[config.mk]
export PLATFORM = sky130hd
export DESIGN_NAME = pmws_top
export DESIGN_NICKNAME = d
export VERILOG_FILES = /design/src/rtl/pmws_pkg.sv /design/src/rtl/pmws_wake_catcher.sv /design/src/rtl/pmws_top.sv
export SDC_FILE = /design/constraint.sdc
export NUM_CORES = 1
export LEC_CHECK = 0
export ABC_AREA = 1
export BUFFER_PORTS_ARGS = -buffer_cell sky130_fd_sc_hd__buf_2
export CAP_MARGIN = 30
export CORE_MARGIN = 10
export CORE_UTILIZATION = 25
export DETAILED_ROUTE_END_ITERATION = 12
export GPL_TIMING_DRIVEN = 0
export PLACE_DENSITY_LB_ADDON = 0.25
export REMOVE_ABC_BUFFERS = 1
export SYNTH_ARGS = -nofsm -noshare
export SYNTH_HDL_FRONTEND = slang
export SYNTH_SLANG_ARGS = --single-unit
[constraint.sdc]
create_clock -name clk -period 4.5 [get_ports clk]
set_input_delay 0.45 -clock clk [delete_from_list [all_inputs] [get_ports clk]]
set_output_delay 0.45 -clock clk [all_outputs]
set_load 0.005 [all_outputs]
[src/rtl/pmws_pkg.sv]
// package of the power mode and wake sequencer
// assumes one 250 MHz clock; figures below are in cycles of it unless their name ends in NS
package pmws_pkg;

    // ****************************************
    // timing
    // ****************************************
    localparam int CLK_PERIOD_NS = 4;
    // internal rc oscillator start-up after power-down (least time, round up)
    localparam int IRC_START_NS = 60000;
    localparam int IRC_START_CYC = (IRC_START_NS + CLK_PERIOD_NS - 1) / CLK_PERIOD_NS;
    // flash start-up after power-down (least time, round up)
    localparam int FLASH_WAKE_NS = 100000;
    localparam int FLASH_WAKE_CYC = (FLASH_WAKE_NS + CLK_PERIOD_NS - 1) / CLK_PERIOD_NS;
    // resume delay when the rc oscillator ran before sleep
    localparam int IRC_RESUME_CYC = 4;
    // resume delay when the main oscillator ran before sleep
    localparam int OSC_RESUME_CYC = 4096;
    // fixed hold count of the reset wake-up timer
    localparam int RST_HOLD_CYC = 64;
    localparam int CNT_W = 16;

    // ****************************************
    // sleep mode codes from the processor
    // ****************************************
    localparam logic [1:0] MODE_SLEEP = 2'h0;
    localparam logic [1:0] MODE_DSLEEP = 2'h1;
    localparam logic [1:0] MODE_PDOWN = 2'h2;

    // first fetch address after internal reset
    localparam logic [31:0] BOOT_VECTOR = 32'h0000_0000;

    // synchroniser bit positions of the pin inputs
    localparam int PIN_EXT_RST_N = 0;
    localparam int PIN_WDT = 1;
    localparam int PIN_BOD1 = 2;
    localparam int PIN_BOD2 = 3;
    localparam int PIN_OSC_RUN = 4;
    localparam int PIN_FLASH_DONE = 5;
    localparam int PIN_RTC_ALARM = 6;
    localparam int PIN_RTC_DPD = 7;
    localparam int PIN_W = 8;

    typedef enum logic [2:0] {
        ST_RST,
        ST_RUN,
        ST_SLEEP,
        ST_DSLP,
        ST_PDN,
        ST_DPD,
        ST_IRCUP,
        ST_RESUME
    } pmws_state_type;

endpackage

[src/rtl/pmws_wake_catcher.sv]
// wake interrupt catcher: holds the mask handed over at sleep entry
// assumes irq lines are asynchronous pins; capture and arm come from clk logic
`timescale 1ns/100ps
module pmws_wake_catcher #(
    parameter int N_IRQ = 32
) (
    input wire logic clk,
    input wire logic reset,
    input wire logic [N_IRQ-1:0] irq_raw,
    input wire logic capture,
    input wire logic [N_IRQ-1:0] mask_in,
    input wire logic armed,
    output logic wake
);

    // ****************************************
    // synchroniser and mask
    // ****************************************
    logic [N_IRQ-1:0] irq_meta_q, irq_s_q;
    logic [N_IRQ-1:0] mask_q, mask_d;
    logic wake_q, wake_d;

    // next values: mask latched once per entry, hit seen without polling
    always_comb begin
        mask_d = capture ? mask_in : mask_q;
        wake_d = armed && !capture && |(irq_s_q & mask_q);
    end

    // first stage feeds only the second stage
    always_ff @(posedge clk or posedge reset) begin
        if (reset) begin
            irq_meta_q <= '0;
            irq_s_q <= '0;
            mask_q <= '0;
            wake_q <= 1'b0;
        end else begin
            irq_meta_q <= irq_raw;
            irq_s_q <= irq_meta_q;
            mask_q <= mask_d;
            wake_q <= wake_d;
        end
    end

    assign wake = wake_q;

    property p_hit_wakes;
        @(posedge clk) disable iff (reset)
        armed && !capture && |(irq_s_q & mask_q) |=> wake;
    endproperty
    a_hit_wakes: assert property (p_hit_wakes) else $error("masked irq did not wake");

    property p_no_spurious;
        @(posedge clk) disable iff (reset)
        wake |-> $past(armed) && $past(|(irq_s_q & mask_q));
    endproperty
    a_no_spurious: assert property (p_no_spurious) else $error("wake without masked irq");

endmodule

[src/rtl/pmws_top.sv]
// power mode and wake sequencer: reset gathering, sleep entry, wake timing
// assumes processor-side inputs are on clk; pin and analog flags are asynchronous
//
// Functional notes
// - deep-sleep stops clocks, gates rc output
// - deep-sleep entry turns pll off, disconnected
// - deep-sleep entry clears cpu, usb dividers
// - deep-sleep exits only on reset, clockless irq
// - flash stays powered in deep-sleep
// - rc prior source resumes after 4 cycles
// - main oscillator prior source waits 4096 cycles
// - power-down also cuts rc and flash power
// - power-down wake: 60 us start, then 4 or 4096 cycles by prior source
// - flash blocked until 100 us counter expires
// - deep power-down entered only from rtc
// - deep power-down exits on reset pin, alarm
// - interrupt controller hands mask at entry
// - masked interrupt wakes without polling
// - four reset sources combine into chip reset
// - any reset source drives reset-out low
// - reset held until pin, oscillator, count, flash
// - reset-out high after release and brownout recovery
// - after reset fetch starts at address zero
// - first brownout stage raises irq and status
// - second brownout stage holds chip reset
// - rc oscillator selected after power-up, power-down
`timescale 1ns/100ps
module pmws_top
    import pmws_pkg::*;
#(
    parameter int N_IRQ = 32,
    parameter int IRC_START_CYCLES = IRC_START_CYC,
    parameter int FLASH_WAKE_CYCLES = FLASH_WAKE_CYC
) (
    input wire logic clk,
    input wire logic reset,
    input wire logic ext_reset_pin_n,
    input wire logic watchdog_reset,
    input wire logic brownout_stage1,
    input wire logic brownout_stage2,
    input wire logic osc_running,
    input wire logic flash_init_done,
    input wire logic rtc_alarm,
    input wire logic rtc_dpd_req,
    input wire logic [N_IRQ-1:0] irq_lines,
    input wire logic sleep_req,
    input wire logic [1:0] sleep_mode,
    input wire logic [N_IRQ-1:0] wake_mask,
    input wire logic sel_main_osc,
    input wire logic pll_reconfig,
    output logic cpu_clk_en,
    output logic periph_clk_en,
    output logic irc_out_en,
    output logic irc_power_en,
    output logic main_osc_en,
    output logic pll_shutdown,
    output logic cpu_div_clear,
    output logic usb_div_clear,
    output logic flash_power_en,
    output logic flash_access_en,
    output logic core_power_en,
    output logic core_reset,
    output logic reset_out_pin,
    output logic cpu_wake,
    output logic bod_irq,
    output logic bod_status,
    output logic clk_sel_irc,
    output logic [31:0] boot_vector
);

    // ****************************************
    // pin synchronisers
    // ****************************************
    logic [PIN_W-1:0] pin_meta_q, pin_s_q;
    logic rst_src, wake_hit;

    // external reset pin idles low here, so the chip sits in reset until it syncs
    always_ff @(posedge clk or posedge reset) begin
        if (reset) begin
            pin_meta_q <= '0;
            pin_s_q <= '0;
        end else begin
            pin_meta_q <= {rtc_dpd_req, rtc_alarm, flash_init_done, osc_running,
                           brownout_stage2, brownout_stage1, watchdog_reset, ext_reset_pin_n};
            pin_s_q <= pin_meta_q;
        end
    end

    // por is the async reset itself; the other three come through here
    assign rst_src = !pin_s_q[PIN_EXT_RST_N] || pin_s_q[PIN_WDT] || pin_s_q[PIN_BOD2];

    // ****************************************
    // sequencer state machine
    // ****************************************
    pmws_state_type state_q, state_d;
    logic [CNT_W-1:0] cnt_q, cnt_d;
    logic resume_main_q, resume_main_d;
    logic capture;
    logic [CNT_W-1:0] hold_lim;

    // resume delay depends on the clock source in use before sleep
    assign hold_lim = resume_main_q ? CNT_W'(OSC_RESUME_CYC - 1) : CNT_W'(IRC_RESUME_CYC - 1);

    // next state; a reset source overrides every other request
    always_comb begin
        state_d = state_q;
        cnt_d = cnt_q;
        resume_main_d = resume_main_q;
        case (state_q)
            ST_RST: begin
                if (cnt_q != CNT_W'(RST_HOLD_CYC)) begin
                    cnt_d = cnt_q + CNT_W'(1);
                end
                if (pin_s_q[PIN_OSC_RUN] && pin_s_q[PIN_FLASH_DONE] && cnt_q == CNT_W'(RST_HOLD_CYC)) begin
                    state_d = ST_RUN;
                end
            end
            ST_RUN: begin
                cnt_d = '0;
                resume_main_d = !clk_sel_irc;
                if (pin_s_q[PIN_RTC_DPD]) begin
                    state_d = ST_DPD;
                end else if (sleep_req) begin
                    case (sleep_mode)
                        MODE_SLEEP: state_d = ST_SLEEP;
                        MODE_DSLEEP: state_d = ST_DSLP;
                        MODE_PDOWN: state_d = ST_PDN;
                        default: state_d = ST_RUN;
                    endcase
                end
            end
            // a masked irq leaves the sleep states; the reset pin leaves dpd through the override below
            ST_SLEEP: if (wake_hit) state_d = ST_RUN;
            ST_DSLP: if (wake_hit) state_d = ST_RESUME;
            ST_PDN: if (wake_hit) state_d = ST_IRCUP;
            ST_DPD: if (pin_s_q[PIN_RTC_ALARM]) state_d = ST_RST;
            ST_IRCUP: begin
                cnt_d = cnt_q + CNT_W'(1);
                if (cnt_q == CNT_W'(IRC_START_CYCLES - 1)) begin
                    state_d = ST_RESUME;
                    cnt_d = '0;
                end
            end
            ST_RESUME: begin
                cnt_d = cnt_q + CNT_W'(1);
                if (cnt_q == hold_lim) begin
                    state_d = ST_RUN;
                    cnt_d = '0;
                end
            end
            default: state_d = ST_RST;
        endcase
        if (rst_src) begin
            state_d = ST_RST;
            cnt_d = '0;
        end
    end

    always_ff @(posedge clk or posedge reset) begin
        if (reset) begin
            state_q <= ST_RST;
            cnt_q <= '0;
            resume_main_q <= 1'b0;
        end else begin
            state_q <= state_d;
            cnt_q <= cnt_d;
            resume_main_q <= resume_main_d;
        end
    end

    // mask handed over on every way out of run into a low-power state
    assign capture = state_q == ST_RUN && state_d != ST_RUN && state_d != ST_RST;

    // ****************************************
    // wake interrupt catcher
    // ****************************************
    pmws_wake_catcher #(
        .N_IRQ(N_IRQ)
    ) u_catcher (
        .clk(clk),
        .reset(reset),
        .irq_raw(irq_lines),
        .capture(capture),
        .mask_in(wake_mask),
        .armed(state_q == ST_SLEEP || state_q == ST_DSLP || state_q == ST_PDN),
        .wake(wake_hit)
    );

    // ****************************************
    // clock, power and reset controls
    // ****************************************
    logic [12:0] ctl_q, ctl_d;
    logic deep_d, deep_entry;

    assign deep_d = state_d == ST_DSLP || state_d == ST_PDN || state_d == ST_DPD;
    assign deep_entry = deep_d && !(state_q == ST_DSLP || state_q == ST_PDN || state_q == ST_DPD);

    // controls follow the next state so they line up with state_q
    always_comb begin
        ctl_d[0] = state_d == ST_RUN;
        ctl_d[1] = state_d == ST_RUN || state_d == ST_SLEEP;
        ctl_d[2] = !deep_d && state_d != ST_IRCUP;
        ctl_d[3] = state_d != ST_PDN && state_d != ST_DPD;
        ctl_d[4] = !deep_d && state_d != ST_IRCUP && !(state_d == ST_RESUME && !resume_main_q);
        ctl_d[5] = deep_entry;
        ctl_d[6] = deep_entry;
        ctl_d[7] = state_d != ST_PDN && state_d != ST_DPD;
        ctl_d[8] = state_d != ST_DPD;
        ctl_d[9] = state_d == ST_RST || state_d == ST_DPD;
        ctl_d[10] = state_d != ST_RST && !pin_s_q[PIN_BOD2];
        ctl_d[11] = pin_s_q[PIN_BOD1];
        ctl_d[12] = state_d == ST_RUN;
    end

    // after reset only rc power and core reset are on and reset-out is low
    always_ff @(posedge clk or posedge reset) begin
        if (reset) begin
            ctl_q <= 13'h0208;
        end else begin
            ctl_q <= ctl_d;
        end
    end

    assign cpu_clk_en = ctl_q[0];
    assign periph_clk_en = ctl_q[1];
    assign irc_out_en = ctl_q[2];
    assign irc_power_en = ctl_q[3];
    assign main_osc_en = ctl_q[4];
    assign cpu_div_clear = ctl_q[5];
    assign usb_div_clear = ctl_q[6];
    assign flash_power_en = ctl_q[7];
    assign core_power_en = ctl_q[8];
    assign core_reset = ctl_q[9];
    assign reset_out_pin = ctl_q[10];
    assign bod_irq = ctl_q[11];
    assign bod_status = ctl_q[11];
    assign cpu_wake = ctl_q[12];
    assign boot_vector = BOOT_VECTOR;

    // ****************************************
    // pll, clock select and flash wake timer
    // ****************************************
    logic pll_off_q, pll_off_d;
    logic irc_sel_q, irc_sel_d;
    logic flash_wait_q, flash_wait_d;
    logic flash_ready_q, flash_ready_d;
    logic [CNT_W-1:0] flash_cnt_q, flash_cnt_d;

    // pll stays off until software rebuilds it; a new shutdown wins over reconfig
    always_comb begin
        pll_off_d = pll_off_q;
        if (pll_reconfig) begin
            pll_off_d = 1'b0;
        end
        if (deep_entry || state_d == ST_RST) begin
            pll_off_d = 1'b1;
        end
        irc_sel_d = irc_sel_q;
        if (sel_main_osc) begin
            irc_sel_d = 1'b0;
        end
        if (state_d == ST_RST || state_d == ST_IRCUP) begin
            irc_sel_d = 1'b1;
        end
        flash_wait_d = flash_wait_q;
        flash_ready_d = flash_ready_q;
        flash_cnt_d = '0;
        if (state_d == ST_RST || state_d == ST_PDN || state_d == ST_DPD) begin
            flash_ready_d = 1'b0;
            flash_wait_d = state_d == ST_PDN;
        end else if (flash_wait_q) begin
            flash_cnt_d = flash_cnt_q + CNT_W'(1);
            if (flash_cnt_q == CNT_W'(FLASH_WAKE_CYCLES - 1)) begin
                flash_wait_d = 1'b0;
                flash_ready_d = 1'b1;
            end
        end else if (state_q == ST_RST) begin
            flash_ready_d = 1'b1;
        end
    end

    always_ff @(posedge clk or posedge reset) begin
        if (reset) begin
            pll_off_q <= 1'b1;
            irc_sel_q <= 1'b1;
            flash_wait_q <= 1'b0;
            flash_ready_q <= 1'b0;
            flash_cnt_q <= '0;
        end else begin
            pll_off_q <= pll_off_d;
            irc_sel_q <= irc_sel_d;
            flash_wait_q <= flash_wait_d;
            flash_ready_q <= flash_ready_d;
            flash_cnt_q <= flash_cnt_d;
        end
    end

    assign pll_shutdown = pll_off_q;
    assign clk_sel_irc = irc_sel_q;
    // flash wait only starts counting once the pd state is left
    assign flash_access_en = flash_ready_q && !core_reset;

    // ****************************************
    // checks
    // ****************************************
    property p_bod2_reset;
        @(posedge clk) disable iff (reset)
        pin_s_q[PIN_BOD2] |=> core_reset && !reset_out_pin;
    endproperty
    a_bod2_reset: assert property (p_bod2_reset) else $error("brownout did not hold reset");
    property p_src_reset;
        @(posedge clk) disable iff (reset)
        rst_src |=> core_reset && !reset_out_pin && !cpu_clk_en;
    endproperty
    a_src_reset: assert property (p_src_reset) else $error("reset source ignored");
    property p_release;
        @(posedge clk) disable iff (reset)
        $fell(core_reset) && $past(state_q) == ST_RST
            |-> $past(pin_s_q[PIN_OSC_RUN]) && $past(pin_s_q[PIN_FLASH_DONE]) && reset_out_pin;
    endproperty
    a_release: assert property (p_release) else $error("reset released too early");
    property p_deep_pll;
        @(posedge clk) disable iff (reset)
        state_q == ST_DSLP |-> pll_shutdown && !cpu_clk_en && !irc_out_en && irc_power_en && flash_power_en;
    endproperty
    a_deep_pll: assert property (p_deep_pll) else $error("deep-sleep controls wrong");
    property p_div_clear;
        @(posedge clk) disable iff (reset)
        state_q == ST_RUN && state_d == ST_DSLP && !rst_src |=> cpu_div_clear && usb_div_clear ##1 !cpu_div_clear;
    endproperty
    a_div_clear: assert property (p_div_clear) else $error("divider clear missing");
    property p_irc_resume;
        @(posedge clk) disable iff (reset || rst_src)
        $rose(state_q == ST_RESUME) && !resume_main_q |-> !cpu_clk_en [*4] ##1 cpu_clk_en;
    endproperty
    a_irc_resume: assert property (p_irc_resume) else $error("rc resume not 4 cycles");
    property p_osc_resume;
        @(posedge clk) disable iff (reset)
        $rose(cpu_clk_en) && $past(state_q) == ST_RESUME && $past(resume_main_q)
            |-> $past(cnt_q) == CNT_W'(OSC_RESUME_CYC - 1);
    endproperty
    a_osc_resume: assert property (p_osc_resume) else $error("osc resume count wrong");
    property p_pdown_power;
        @(posedge clk) disable iff (reset)
        state_q == ST_PDN |-> !irc_power_en && !flash_power_en && !flash_access_en;
    endproperty
    a_pdown_power: assert property (p_pdown_power) else $error("power-down power left on");
    property p_flash_wait;
        @(posedge clk) disable iff (reset)
        $rose(flash_ready_q) && $past(flash_wait_q) |-> $past(flash_cnt_q) == CNT_W'(FLASH_WAKE_CYCLES - 1);
    endproperty
    a_flash_wait: assert property (p_flash_wait) else $error("flash released early");
    property p_dpd_entry;
        @(posedge clk) disable iff (reset)
        $rose(state_q == ST_DPD) |-> $past(pin_s_q[PIN_RTC_DPD]);
    endproperty
    a_dpd_entry: assert property (p_dpd_entry) else $error("deep power-down not from rtc");
    property p_bod1;
        @(posedge clk) disable iff (reset)
        pin_s_q[PIN_BOD1] |=> bod_irq && bod_status;
    endproperty
    a_bod1: assert property (p_bod1) else $error("brownout irq missing");

endmodule

==> results.sh, run 1 <==
export IMPL_run_status="complete, no violations"
export IMPL_syn_to_final_growth_pct=19.40
export IMPL_clock_path_buffers=2
export IMPL_via_count=4661
export IMPL_fp_dieH_um=183.5
export IMPL_max_slew_margin_pct=33.85
export IMPL_grt_start_max_net_pins=90
export IMPL_fin_nets=873
export IMPL_hold_class="in -> async"
export IMPL_num_antenna_cells=0
export IMPL_gr_total_overflow=0
export IMPL_syn_area_um2=6681
export IMPL_routed_wl_mm=15.40
export IMPL_first_global_vias=4860
export IMPL_fin_util_pct=30.44
export IMPL_critPathArrivalTime_ps=3340
export IMPL_final_min_clock_period_ps=3034
export IMPL_synth_enable_flop_cells=0
export IMPL_cap_violations=0
export IMPL_tightest_slew_ps=989.1
export IMPL_drt_iter0_drc=228
export IMPL_endpoint_kind="flip-flop"
export IMPL_place_congestion=0.8387
export IMPL_power_mw=3.025
export IMPL_core_area_um2=26210
export IMPL_port_buffers=95
export IMPL_yosys_area_top_type="dfrtp_1"
export IMPL_r2r_start="state_q[2]"
export IMPL_dp_hpwl_mm=11.18
export IMPL_ctsHoldBuffers=0
export IMPL_start_util_pct=25.50
export IMPL_synth_seq_area_share_pct=61.50
export IMPL_grt_setup_unrepaired="false"
export IMPL_die_area_um2=33660
export IMPL_remaining_drc_errors=0
export IMPL_vias_per_cell=4.092
export IMPL_vdd_ir_drop_max_mv=0.2017
export IMPL_yosys_warnings=0
export IMPL_setup_violations=0
export IMPL_track_usage_pct=9.455
export IMPL_synthTopCellsByCount="170 x nand2_1, 160 x dfrtp_1, 68 x nor2_1, 63 x nand3_1, 58 x inv_1"
export IMPL_cts_root_buf="clkbuf_16"
export IMPL_cp_data_required_time_ps=4810
export IMPL_power_density_nw_per_um2=379.2
export IMPL_drive_gt1_share_pct=21.39
export IMPL_antenna_found_initial=1
export IMPL_finalClockSkew_ps=19.08
export IMPL_clk_pin_slew_ps=70
export IMPL_clock_sinks=164
export IMPL_clkLatencyLatePin_ps=430
export IMPL_yosysUniqueCellTypes=39
export IMPL_synth_flop_cell="dfrtp_1"
export IMPL_p_leak_nw=3.834
export IMPL_fp_dieW_um=183.5
export IMPL_fin_crit_sh_pct=67.43
export IMPL_cts_resized=0
export IMPL_critPathMaxFanout=34
export IMPL_dp_cells=1107
export IMPL_max_freq_mhz=329.6
export IMPL_synth_area_leaders="dfrtp_1 60%, nand2_1 9.6%, nand3_1 4.7%, buf_4 4.0%, nor2_1 3.8%"
export IMPL_htreeDepth=4
export IMPL_drv_slew=0
export IMPL_hold_viol=0
export IMPL_cts_setup_buffers=0
export IMPL_core_rowCount=59
export IMPL_post_layout_nonfiller_instances=1139
export IMPL_cp_start_kind="flip-flop"
export IMPL_cp_startpoint="state_q[2]"
export IMPL_syn_area_per_cell_um2=9.669
export IMPL_cts_buffers=17
export IMPL_antenna_left=0
export IMPL_synth_seq_cells=164
export IMPL_cts_tree="done"
export IMPL_num_io_pins=128
export IMPL_synth_most_common_cell="nand2_1"
export IMPL_grt_pass1_wl_mm=25.49
export IMPL_postSynth_asyncResetShare_pct=100.0
export IMPL_crit_type="reg -> reg"
export IMPL_wl_per_cell_um=13.52
export IMPL_netlist_area_leader_share_pct=59.93
export IMPL_synthCells=691
export IMPL_dr_pass1_iters=4
==> state kept, by name (all words and copies together) (netlist names) <==
| signal | cells |
|---|---|
| u_catcher.irq_meta_q | 32 |
| u_catcher.irq_s_q | 32 |
| u_catcher.mask_q | 32 |
| cnt_q | 16 |
| flash_cnt_q | 16 |
| ctl_q | 11 |
| pin_meta_q | 8 |
| pin_s_q | 8 |
| state_q | 3 |
| clk_sel_irc | 1 |
| flash_ready_q | 1 |
| flash_wait_q | 1 |
| pll_shutdown | 1 |
| resume_main_q | 1 |
| u_catcher.wake | 1 |
==> metal layers <==
layer  vias up  track usage [%]  routed length [um]  share of wire, %
met2       110            15.00                7095                46
met4         0            3.475                 212               1.4
met5         -                0                   0                 0
li1       2349                -                   -                 -
met3        17            3.221                1020               6.6
met1      2185            11.68                7067                46
==> worst paths after layout <==
path	cells past startpoint	to	slack, ps
max in group asynchronous	3	u_catcher.irq_s_q[20]	3590
worst max-delay path	10	u_catcher.mask_q[17]	1470
min in group clk	1	u_catcher.irq_meta_q[14]	120
worst max register to register	10	u_catcher.mask_q[17]	1470
worst min register to register	0	u_catcher.irq_s_q[19]	340
worst min-delay path	2	ctl_q[8]	90
==> area by class of cell <==
class | count | area, um^2
Multi-Input combinational cell | 448 | 2103
Tap cell | 335 | 419.2
Timing Repair Buffer | 97 | 518.0
Sequential cell | 164 | 4109
Fill cell | 2774 | 18230
Clock buffer | 17 | 425.4
Inverter | 63 | 244.0
Clock inverter | 15 | 158.9
==> stage by stage <==
step                instance area (um^2)  hold WS [ps]  setup TNS (ps)  setup slack (ps)
finish                              7978         88.45               0              1466
global route                        7978         94.27               0              1085
CTS                                 7978         99.02               0              1353
detailed placement                  7393         334.7               0              1344
global placement                    7337         332.6         -405810             -2470
floorplan                           6442         331.2          -60270            -376.7
==> cells by family (layout without fill, tap and decap cells) <==
| kind of cell | count (synthesis) | in the layout | synth area share (%) |
|---|---|---|---|
| xor+xnor | 3 | 3 | 0.3933 |
| compound gates | 39 | 39 | 3.371 |
| fa+ha+maj | 3 | 3 | 0.5619 |
| other cells | 1 | 32 | 0.05613 |
| buf+inv | 110 | 192 | 8.858 |
| flops | 164 | 164 | 61.50 |
| simple gates | 371 | 371 | 25.26 |
==> critical path, cell delays in order (launching register included) <==
cell and delay [ps]:
dfrtp_1 470, nor3_4 850, nand3_1 190, nand2_1 110, nor2_1 80, nand3_1 110, nand2_2 120, nand2_4 360
nand2_4 370, nand2_1 140, nand2_1 60
==> report_power, final <==
part	internal [mW]	total [mW]	switching [mW]
combinational	0.0295	0.0847	0.0551
clock	0.742	1.42	0.678
sequential	1.51	1.52	0.00936
total	2.28	3.03	0.743
==> placed cells by master (no fill, tap or decap), types with 17 or more instances in the layout <==
cell type	n
nand3_1	63
o21ai_0	17
nor2_1	68
dfrtp_1	160
buf_2	95
conb_1	32
inv_1	57
clkbuf_16	17
nand2_2	17
nand2_1	170
Note: power is estimated with default switching activity, not from simulation.
==> run 2, diff against run 1 <==
==> constraint.sdc (replaced) <==
create_clock -name clk -period 2.84 [get_ports clk]
set_input_delay 0.284 -clock clk [delete_from_list [all_inputs] [get_ports clk]]
set_output_delay 0.284 -clock clk [all_outputs]
set_load 0.005 [all_outputs]
==> run 2 against run 1 <==
Against the previous run:
- setup slack worse by 1100 ps
- critical endpoint is now u_catcher.mask_q[7]
- critical path type unchanged
- global-route usage up 0.30 points
- die area unchanged
==> results.sh, run 2 (synthesized netlist as in run 1, its figures left out) <==
export IMPL_run_status="complete, no violations"
export IMPL_tightest_slew_ps=872.4
export IMPL_dp_cells=1107
export IMPL_critPathMaxFanout=34
export IMPL_hold_ws_ps=78.17
export IMPL_cp_data_required_time_ps=3150
export IMPL_dr_pass1_iters=4
export IMPL_wl_met2_mm=7.364
export IMPL_place_congestion=0.8387
export IMPL_post_layout_nonfiller_instances=1182
export IMPL_remaining_drc_errors=0
export IMPL_post_dp_cell_area_um2=7393
export IMPL_power_density_nw_per_um2=575.2
export IMPL_routed_wl_mm=15.76
export IMPL_start_util_pct=25.50
export IMPL_hold_class="in -> reg"
export IMPL_port_buffers=95
export IMPL_antenna_found_initial=1
export IMPL_layout_commonest_cell="nand2_1"
export IMPL_cp_start_kind="flip-flop"
export IMPL_fin_nets=916
export IMPL_vdd_ir_drop_max_mv=0.3205
export IMPL_setup_violations=0
export IMPL_clkLatencyLatePin_ps=430
export IMPL_drive_gt1_share_pct=20.54
export IMPL_wl_met3_um=886
export IMPL_cts_tree="done"
export IMPL_dp_hpwl_mm=11.18
export IMPL_endpoint_kind="flip-flop"
export IMPL_track_usage_pct=9.753
export IMPL_crit_type="reg -> reg"
export IMPL_grt_setup_unrepaired="false"
export IMPL_top_layer="met4"
export IMPL_fin_crit_sh_pct=87.94
export IMPL_hold_viol=0
export IMPL_max_freq_mhz=400.4
export IMPL_critPathArrivalTime_ps=2810
export IMPL_num_io_pins=128
export IMPL_finalClockSkew_ps=17.82
export IMPL_fp_dieH_um=183.5
export IMPL_final_cell_mix="170 x nand2_1, 160 x dfrtp_1, 95 x buf_2, 68 x nor2_1, 63 x nand3_1"
export IMPL_vias_per_cell=4.108
export IMPL_wl_met1_mm=7.297
export IMPL_cap_violations=0
export IMPL_max_slew_margin_pct=41.52
export IMPL_power_mw=4.835
export IMPL_drv_slew=0
export IMPL_core_rowCount=59
export IMPL_grt_pass1_wl_mm=26.26
export IMPL_top_regs="u_catcher.irq_meta_q (32), u_catcher.irq_s_q (32), u_catcher.mask_q (32)"
export IMPL_final_min_clock_period_ps=2497
export IMPL_syn_to_final_growth_pct=25.81
export IMPL_num_antenna_cells=0
export IMPL_via_count=4856
export IMPL_htreeDepth=4
export IMPL_clock_path_buffers=2
export IMPL_finalInstanceArea_um2=8406
export IMPL_p_leak_nw=4.013
export IMPL_drt_iter0_drc=230
export IMPL_grt_start_max_net_pins=90
export IMPL_cts_root_buf="clkbuf_16"
export IMPL_gr_total_overflow=0
export IMPL_core_area_um2=26210
export IMPL_clk_pin_slew_ps=80
export IMPL_first_global_vias=5069
export IMPL_fin_util_pct=32.07
export IMPL_antenna_left=0
export IMPL_clock_sinks=164
export IMPL_wl_per_cell_um=13.33
export IMPL_cts_buffers=17
export IMPL_die_area_um2=33660
export IMPL_fp_dieW_um=183.5
==> run 2: per-stage QoR <==
stage               worst slack, ps  TNS [ps]
global placement              -3964   -763930
detailed placement           -316.3     -9202
CTS                           305.6         0
global route                  23.39         0
finish                        342.6         0
floorplan                     -1871   -307380
==> run 2: metal layers <==
metal	global-route usage, %	vias up
met1	12.20	2291
met4	3.475	0
met2	15.62	117
met5	0	-
li1	-	2431
met3	2.945	17
==> run 2: final timing paths <==
| path | startpoint | end | slack (ps) | depth (start not counted) |
|---|---|---|---|---|
| setup / recovery | state_q[1] | u_catcher.mask_q[7] | 340 | 11 |
| hold / removal | wake_mask[14] | u_catcher.mask_q[14] | 80 | 3 |
| setup reg to reg | state_q[1] | u_catcher.mask_q[7] | 340 | 11 |
| hold reg to reg | u_catcher.irq_meta_q[29] | u_catcher.irq_s_q[29] | 350 | 0 |
| max in group asynchronous | reset | u_catcher.irq_s_q[20] | 1540 | 4 |
| min in group asynchronous | reset | ctl_q[8] | 470 | 3 |
==> run 2: cell type report <==
cell class              instances  area [um^2]
well taps                     335        419.2
clock inverters                15        158.9
clock buffers                  17        425.4
fillers                      2721        17800
flip-flops and latches        164         4109
repair buffers                139        935.9
inverters                      63        244.0
multi-input cells             449         2113
==> run 2: report_power, final <==
| group | internal [mW] | total, mW | switching (mW) |
|---|---|---|---|
| combinational | 0.0833 | 0.177 | 0.0940 |
| clock | 1.18 | 2.25 | 1.07 |
| sequential | 2.39 | 2.41 | 0.0148 |
| total | 3.65 | 4.84 | 1.18 |
==> run 2: repair_timing <==
action,in CTS,in global routing
endpoints found under the hold margin,112,0
setup endpoints to repair,32,0
buffers inserted,1,0
hold buffers,41,0
gates resized for setup,0,0
==> run 2: critical path: stages (launching register included) <==
cell     delay, ps
dfrtp_1        550
inv_2           90
nor3_1         290
nand2_1         90
nand2_1         70
nor2_1          70
nand3_1        100
nand2_2        120
nand2_4        370
nand2_4        370
nand2_1        150
nand2_1         60
